<file path="src/rtl/mci_defs.svh">
// constants for the motor contactor interlock logic
`ifndef MCI_DEFS_SVH
`define MCI_DEFS_SVH
`define MCI_CLK_MHZ       250
`define MCI_DEBOUNCE_MS   10
`define MCI_DEBOUNCE_CYC  (`MCI_DEBOUNCE_MS * 1000 * `MCI_CLK_MHZ)
`define MCI_CNT_W         22
`define MCI_TC_ZERO       8'h00
`define MCI_TC_W          8
`define MCI_NUM_SW        12
`endif

</file>
<file path="src/rtl/mci_pkg.sv">
// types for the motor contactor interlock logic
package mci_pkg;
	// debounced switch inputs, one bit each
	typedef struct packed {
		logic test_pos;
		logic lockout_reset;
		logic access_short;
		logic iso_no;
		logic iso_nc;
		logic interlock;
		logic start_a;
		logic start_b;
		logic stop_ok;
		logic stat_a_closed;
		logic stat_b_closed;
		logic local_remote;
	} mci_sw_type;

	// trip causes
	typedef struct packed {
		logic single_phase;
		logic thermistor;
		logic overcurrent;
		logic undercurrent;
		logic accel_time;
		logic link_fail;
		logic ground_fault;
		logic stalled_rotor;
		logic overload;
		logic thermal_lockout;
	} mci_trip_type;

	// commands from the serial link decoder, one-cycle pulses
	typedef struct packed {
		logic start_a;
		logic start_b;
		logic trip_reset;
		logic access_disable;
		logic access_enable;
		logic store_setpoint;
	} mci_serial_type;

	// contactor duty selection
	typedef enum logic [1:0] {
		mci_direct,
		mci_reversing,
		mci_two_speed,
		mci_star_delta
	} mci_duty_type;
endpackage : mci_pkg

</file>
<file path="src/rtl/mci_interlock.sv">
// contactor interlock, trip latching and setpoint gating logic
`timescale 1ns/1ps
`include "mci_defs.svh"
module mci_interlock
	import mci_pkg::*;
#(
	parameter int unsigned debounce_cycles = `MCI_DEBOUNCE_CYC
)
(
	// clock and reset
	input  wire logic           clock,
	input  wire logic           rst,
	// raw switch pins, 120 VAC inputs after level conversion
	input  wire mci_sw_type     sw_pin,
	// configuration
	input  wire mci_duty_type   duty,
	// internal protection events, one-cycle pulses
	input  wire mci_trip_type   trip_event,
	// serial link commands
	input  wire mci_serial_type serial_cmd,
	// keypad
	input  wire logic           keypad_reset,
	input  wire logic           keypad_store,
	// control power
	input  wire logic           power_good,
	// cool-down result from the thermal model
	input  wire logic           cooled,
	// statistics requests from the motor model
	input  wire logic           stat_run_tick,
	input  wire logic           stat_start,
	input  wire logic           stat_trip,
	// contactor outputs
	output logic                contactor_a,
	output logic                contactor_b,
	// status
	output logic                test_pos_closed,
	output logic                isolator_open,
	output mci_trip_type        trip_latched,
	output logic                access_enabled,
	output logic                setpoint_write,
	output logic                tc_clear,
	output logic                stat_run_en,
	output logic                stat_start_en,
	output logic                stat_trip_en
);
	typedef struct packed {
		mci_sw_type   last;
		mci_trip_type trips;
		logic         power_prev;
		logic         access_en;
		logic         out_a;
		logic         out_b;
		logic         test_pos;
		logic         iso_open;
		logic         sp_write;
		logic         tc_clr;
		logic         st_run;
		logic         st_start;
		logic         st_trip;
	} mci_state_type;

	mci_state_type state;
	mci_state_type next_state;
	mci_sw_type    sw;

	// one synchroniser and filter per switch
	genvar gi;
	generate
		for (gi = 0; gi < `MCI_NUM_SW; gi++)
		begin : g_db
			mci_debounce #(
				.settle (debounce_cycles)
			) u_db (
				.clock (clock),
				.rst   (rst),
				.pin   (sw_pin[gi]),
				.level (sw[gi])
			);
		end
	endgenerate

	// decision logic
	always_comb
	begin
		logic         any_trip;
		logic         drop_both;
		logic         drop_a;
		logic         drop_b;
		logic         close_ok;
		logic         go_a;
		logic         go_b;
		logic         b_allowed;
		logic         lockout_edge;
		logic         power_back;
		mci_trip_type keep;
		any_trip     = 1'b0;
		drop_both    = 1'b0;
		drop_a       = 1'b0;
		drop_b       = 1'b0;
		close_ok     = 1'b0;
		go_a         = 1'b0;
		go_b         = 1'b0;
		b_allowed    = 1'b0;
		lockout_edge = 1'b0;
		power_back   = 1'b0;
		keep         = '0;
		next_state   = state;
		next_state.last = sw;
		next_state.power_prev = power_good;
		next_state.test_pos = sw.test_pos;
		next_state.iso_open = !sw.iso_no || sw.iso_nc;

		// trip clearing
		lockout_edge = sw.lockout_reset && !state.last.lockout_reset;
		power_back = power_good && !state.power_prev;
		if (keypad_reset)
		begin
			// keypad clears only the recoverable trips
			next_state.trips.single_phase = 1'b0;
			next_state.trips.undercurrent = 1'b0;
			next_state.trips.accel_time   = 1'b0;
			next_state.trips.link_fail    = 1'b0;
			if (cooled)
				next_state.trips.thermistor = 1'b0;
			if (!state.trips.thermal_lockout)
				next_state.trips.overcurrent = 1'b0;
		end
		if (lockout_edge || serial_cmd.trip_reset)
		begin
			// lockout trips cleared by the input or the serial link
			next_state.trips.ground_fault  = 1'b0;
			next_state.trips.stalled_rotor = 1'b0;
			next_state.trips.overload      = 1'b0;
			next_state.trips.overcurrent   = 1'b0;
			if (cooled)
				next_state.trips.thermal_lockout = 1'b0;
		end
		if (power_back)
		begin
			// on power return only thermal lockout and ground fault stay
			keep = '0;
			keep.ground_fault    = state.trips.ground_fault;
			keep.thermal_lockout = state.trips.thermal_lockout;
			next_state.trips = keep;
		end
		// new events win over any clear in the same cycle
		next_state.trips = next_state.trips | trip_event;

		// thermal capacity zeroed by the lockout input on overcurrent
		next_state.tc_clr = lockout_edge && state.trips.overcurrent;

		// contactor drop conditions
		any_trip = (|state.trips) || (|trip_event) || !power_good;
		drop_both = any_trip
			|| (state.last.test_pos && !sw.test_pos)
			|| (state.last.interlock && !sw.interlock)
			|| (state.out_a && state.last.stat_a_closed && !sw.stat_a_closed)
			|| (state.out_b && state.last.stat_b_closed && !sw.stat_b_closed)
			|| next_state.iso_open
			|| ((state.out_a || state.out_b)
				&& ((state.last.iso_no && !sw.iso_no) || (!state.last.iso_nc && sw.iso_nc)));
		drop_a = !sw.stop_ok && state.out_a;
		drop_b = !sw.stop_ok && state.out_b;

		// start sources, local or serial
		close_ok = sw.interlock && sw.stop_ok && !drop_both;
		b_allowed = (duty == mci_reversing) || (duty == mci_two_speed);
		if (sw.local_remote)
		begin
			go_a = serial_cmd.start_a;
			go_b = serial_cmd.start_b;
		end
		else
		begin
			go_a = sw.start_a && !state.last.start_a;
			go_b = sw.start_b && !state.last.start_b;
		end

		// latch outputs; A for line/forward/speed1/star, B for reverse/speed2 only (B never closes in star-delta)
		if (drop_both || drop_a)
			next_state.out_a = 1'b0;
		else if (go_a && close_ok && !state.out_b)
			next_state.out_a = 1'b1;
		if (drop_both || drop_b)
			next_state.out_b = 1'b0;
		else if (go_b && b_allowed && close_ok && !state.out_a)
			next_state.out_b = 1'b1;

		// setpoint access
		if (serial_cmd.access_disable)
			next_state.access_en = 1'b0;
		else if (serial_cmd.access_enable)
			next_state.access_en = 1'b1;
		next_state.sp_write = serial_cmd.store_setpoint
			|| (keypad_store && sw.access_short && state.access_en);

		// statistics blocked in test position
		next_state.st_run   = stat_run_tick && !sw.test_pos;
		next_state.st_start = stat_start && !sw.test_pos;
		next_state.st_trip  = stat_trip && !sw.test_pos;
	end

	// state register
	always_ff @(posedge clock)
	begin
		if (rst)
		begin
			state <= '0;
			state.access_en <= 1'b1;
			state.last.stop_ok <= 1'b0;
		end
		else
			state <= next_state;
	end

	// outputs straight from the state register
	assign contactor_a     = state.out_a;
	assign contactor_b     = state.out_b;
	assign test_pos_closed = state.test_pos;
	assign isolator_open   = state.iso_open;
	assign trip_latched    = state.trips;
	assign access_enabled  = state.access_en;
	assign setpoint_write  = state.sp_write;
	assign tc_clear        = state.tc_clr;
	assign stat_run_en     = state.st_run;
	assign stat_start_en   = state.st_start;
	assign stat_trip_en    = state.st_trip;
endmodule : mci_interlock

</file>
<file path="src/rtl/mci_debounce.sv">
// two-flop synchroniser and debounce filter for one switch input
`timescale 1ns/1ps
`include "mci_defs.svh"
module mci_debounce
	import mci_pkg::*;
#(
	parameter int unsigned settle = 1000
)
(
	// clock and reset
	input  wire logic clock,
	input  wire logic rst,
	// raw pin and filtered level
	input  wire logic pin,
	output logic      level
);
	typedef struct packed {
		logic                    sync1;
		logic                    sync2;
		logic                    stable;
		logic [`MCI_CNT_W-1:0]   count;
	} mci_db_state_type;

	mci_db_state_type state;
	mci_db_state_type next_state;

	// follow the synchronised pin once it has held for the settle time
	always_comb
	begin
		next_state = state;
		next_state.sync1 = pin;
		next_state.sync2 = state.sync1;
		if (state.sync2 == state.stable)
			next_state.count = '0;
		else if (state.count >= `MCI_CNT_W'(settle - 1))
		begin
			next_state.stable = state.sync2;
			next_state.count = '0;
		end
		else
			next_state.count = state.count + `MCI_CNT_W'(1);
	end

	// state register
	always_ff @(posedge clock)
	begin
		if (rst)
			state <= '0;
		else
			state <= next_state;
	end

	assign level = state.stable;
endmodule : mci_debounce

</file>
<file path="config.mk">
export PLATFORM = sky130hd
export DESIGN_NAME = mci_interlock
export DESIGN_NICKNAME = d
export VERILOG_FILES = /design/src/rtl/mci_pkg.sv /design/src/rtl/mci_interlock.sv /design/src/rtl/mci_debounce.sv
export VERILOG_INCLUDE_DIRS = /design/src /design/src/rtl
export SDC_FILE = /design/constraint.sdc
export NUM_CORES = 1
export LEC_CHECK = 0
export ABC_AREA = 1
export BUFFER_PORTS_ARGS = -buffer_cell sky130_fd_sc_hd__buf_2
export CORE_MARGIN = 8
export CORE_UTILIZATION = 40
export DETAILED_ROUTE_END_ITERATION = 6
export GPL_TIMING_DRIVEN = 0
export PLACE_DENSITY_LB_ADDON = 0.1
export SETUP_SLACK_MARGIN = 0.15
export SLEW_MARGIN = 40
export SYNTH_ARGS = -nofsm -noshare
export SYNTH_HDL_FRONTEND = slang
export SYNTH_SLANG_ARGS = --single-unit
</file>
<file path="constraint.sdc">
create_clock -name clock -period 2.9 [get_ports clock]
set_clock_uncertainty 0.2 [all_clocks]
set_input_delay 0.435 -clock clock [delete_from_list [all_inputs] [get_ports clock]]
set_output_delay 0.435 -clock clock [all_outputs]
set_load 0.05 [all_outputs]
</file>
==> run summary <==
Layout area overhead: 14.8%
Mapped Cells: 2565
synth warn: 0
Cell Rows: 75
CP startpoint: g_db[2].u_db.state[0]$_SDFF_PP0_
Post-synth EDFFs: 0
GRT Overall Usage: 16.4%
Worst EP arrival: 2.31 ns
Max Fclk: 480 MHz
buffers inserted by post-CTS timing repair: 0
CTS sink cnt: 327
largest net degree at the start of global routing: 14
Reg2Reg Depth: 7
Yosys reg bits: 327
Synth Net Count: 2616
Setup Crit Path Kind: reg -> reg
FF-to-FF End: g_db[2].u_db.state[19]$_SDFF_PP0_
Synth cell types: 40
Syn Area/Cell: 6.64 sq um
Design Area, Final: 19600 sq um
asr flop ratio synth: 0%
Tcrit/Tclk final: 71.8%
uppermost layer routed: met4
Final Non-Filler Cells: 3260
met2 WL: 18200 microns
Num CTS Buffers: 38
Diodes inserted: 0
DRC violations left: 0
HPWL Detailed: 30600 microns
Worst VDD drop: 324 uV
status: complete, no violations
slowest stage delay, CP: 0.41 ns
htree depth: 2
Post-synth top flop: dfxtp_1
Sequential cell area: 6550 sq um
kind of cell adding the most delay to the critical path: simple AND/OR/NAND/NOR gates
Sw Ratio: 21.9%
most common cell after layout, fill and taps aside: nand2_1
worst slew pin tran: 0.638 ns
# Max-Cap Violations: 0
vias in the first global route: 14900
number of I/O pins: 59
share of layout cells above drive strength 1: 9.52%
Flop pwr share: 47.0%
CP startpoint kind: flip-flop
worst endpoint required time: 3.13 ns
Die ar.: 49500 sq um
dpl cells: 3162
Port Buffers: 58
Initial DRC Count: 1048
DR vias/cell: 4.75
wire length per cell: 12.4 microns
Min-Delay Startpoint: serial_cmd[3]
clock power share: 50.0%
Core Area: 42000 sq um
DRT met1 WL: 19500 microns
internal power: 7.55 mW
Setup WS pre-CTS: 0.784 ns
worst hold path type: in -> reg
clock tree buffer depth: 3
LEAKAGE: 6.81 nW
Slew HR: 57.4%
WHS: 0.0711 ns
cells along the critical path: ha_1, nand2_1, o21ai_0, nand3_1, nand4_1, buf_4, a21oi_1
TritonRoute pass-1 iters: 5
CTS Root Cell: clkbuf_16
CP Capture Type: flip-flop
hold path cells: 4
Placed Instance Area: 18000 sq um
Clock Latency Late Sink: 0.55 ns
worst hold endpoint: trip_latched[1]$_SDFF_PP0_
Switch Pwr: 2.12 mW
Comb power frac: 2.9%
post-route setup slack: 0.819 ns
setup tns final: 0 ns
Worst R2R Start: g_db[2].u_db.state[0]$_SDFF_PP0_
endpoints failing setup: 0
final hold violations: 0
total grt overflow: 0
Nets: 2745
RSZ-0062 raised after global routing: no
Filler cells: 4311
most frequent cells in the layout: nand2_1 (602), nor2_1 (576), dfxtp_1 (327)
CTS tree: built
register area share after synthesis: 38.4%
Clock transition at path regs: 0.06 ns
Die W: 222 microns
Cell Area, Synth: 17000 sq um
die height: 222 microns
first-pass GRT wire length: 69800 microns
Initial Util: 40.5%
Buffers & Inverters on Critical Path: 1
CP max FO: 10
DRT Wirelength: 40300 microns
initial antenna violation count: 0
gpl congestion: 0.857
remaining antenna violation count: 0
WL met3: 1430 microns
R2R setup slack: 0.82 ns
Critical Path Slowest Stage Cell: dfxtp_1
PD cells: 494 nW/um^2
multi-input logic area: 8960 sq um
crit path time final: 2.08 ns
Max Slew Vio Count: 0
via count: 15500
## power by group through the flow
stage / clock network (mW) / registers, mW / logic (mW)
4_1_cts: 5.03 / 4.55 / 0.286
6_report: 4.84 / 4.55 / 0.282
3_5_place_dp: 0 / 4.65 / 0.252
3_3_place_gp: 0 / 4.65 / 0.251
2_1_floorplan: 0 / 4.66 / 0.146
5_1_grt: 5.20 / 4.55 / 0.312
## how the worst max path moves through the flow
stage | slack, ns | depth (start not counted) | endpoint
6_report | 0.82 | 7 | g_db[2].u_db.state[19]$_SDFF_PP0_
4_1_cts | 0.82 | 7 | g_db[2].u_db.state[3]$_SDFF_PP0_
3_3_place_gp | 0.81 | 8 | g_db[4].u_db.state[9]$_SDFF_PP0_
5_1_grt | 0.59 | 7 | g_db[2].u_db.state[2]$_SDFF_PP0_
3_5_place_dp | 0.78 | 8 | g_db[4].u_db.state[9]$_SDFF_PP0_
2_1_floorplan | 1.23 | 7 | g_db[9].u_db.state[12]$_SDFF_PP0_
## layout make-up
cell class                      instances  share of cell area [%]
Multi-Input combinational cell       1868                    45.8
Tap cell                              539                    3.45
Inverter                              327                    6.27
Sequential cell                       327                    33.5
Clock inverter                         13                   0.780
Clock buffer                           54                    5.63
Timing Repair Buffer                   89                    3.07
Buffer                                 43                    1.53
## cells by family after synthesis
family	synth area share [%]
flops	38.4
simple gates	39.1
fa+ha+maj	0.881
buf+inv	8.97
compound gates	6.29
xor+xnor	6.32
## layer usage
metal,up-vias,track usage (%)
met5,-,0
met4,0,5.93
met3,79,2.65
met2,196,27.1
met1,6925,21.2
li1,8300,-
## cell usage after synthesis, drive strengths merged, types with 2 or more instances
cell type	number	share of area, %
inv	327	7.2
nand3	151	4.9
ha	12	0.88
nor3	64	2.3
nand3b	8	0.37
buf	37	1.6
o211ai	2	0.088
xor2	99	5.1
dfxtp	327	38
nand4	81	3.3
clkbuf	6	0.13
a21oi	138	4.4
nor2	607	14
or2	8	0.29
xnor2	24	1.2
nor4	2	0.073
a31oi	2	0.073
nand2	613	14
o21ai	54	1.6
## metrics by stage
step / util [%] / power (mW)
after floorplan: - / 4.81
after global placement: 42.8 / 4.90
after detailed placement: 42.8 / 4.90
after CTS: 46.5 / 9.86
after global routing: 46.5 / 10.1
final: 46.5 / 9.67
## state kept, by name (all words and copies together), names as in the netlist
signal and cells:
setpoint_write 1, g_db.u_db.state 276, stat_trip_en 1, trip_latched 10, g_db.u_db.level 12, test_pos_closed 1, access_enabled 1, stat_start_en 1
isolator_open 1, contactor_b 1, g_db.u_db.next_state 12, stat_run_en 1, tc_clear 1, state 7, contactor_a 1
## worst min-delay path: stages
cell and delay, ns:
buf_2 0.09, nor2_1 0.06, a31oi_1 0.13, nor2_1 0.05
## timing repair
action                    in CTS  in global routing
hold endpoints to repair      28                  0
gates resized for setup        0                  0
hold buffers                  31                  0
Power figures use the tool's default switching activity.
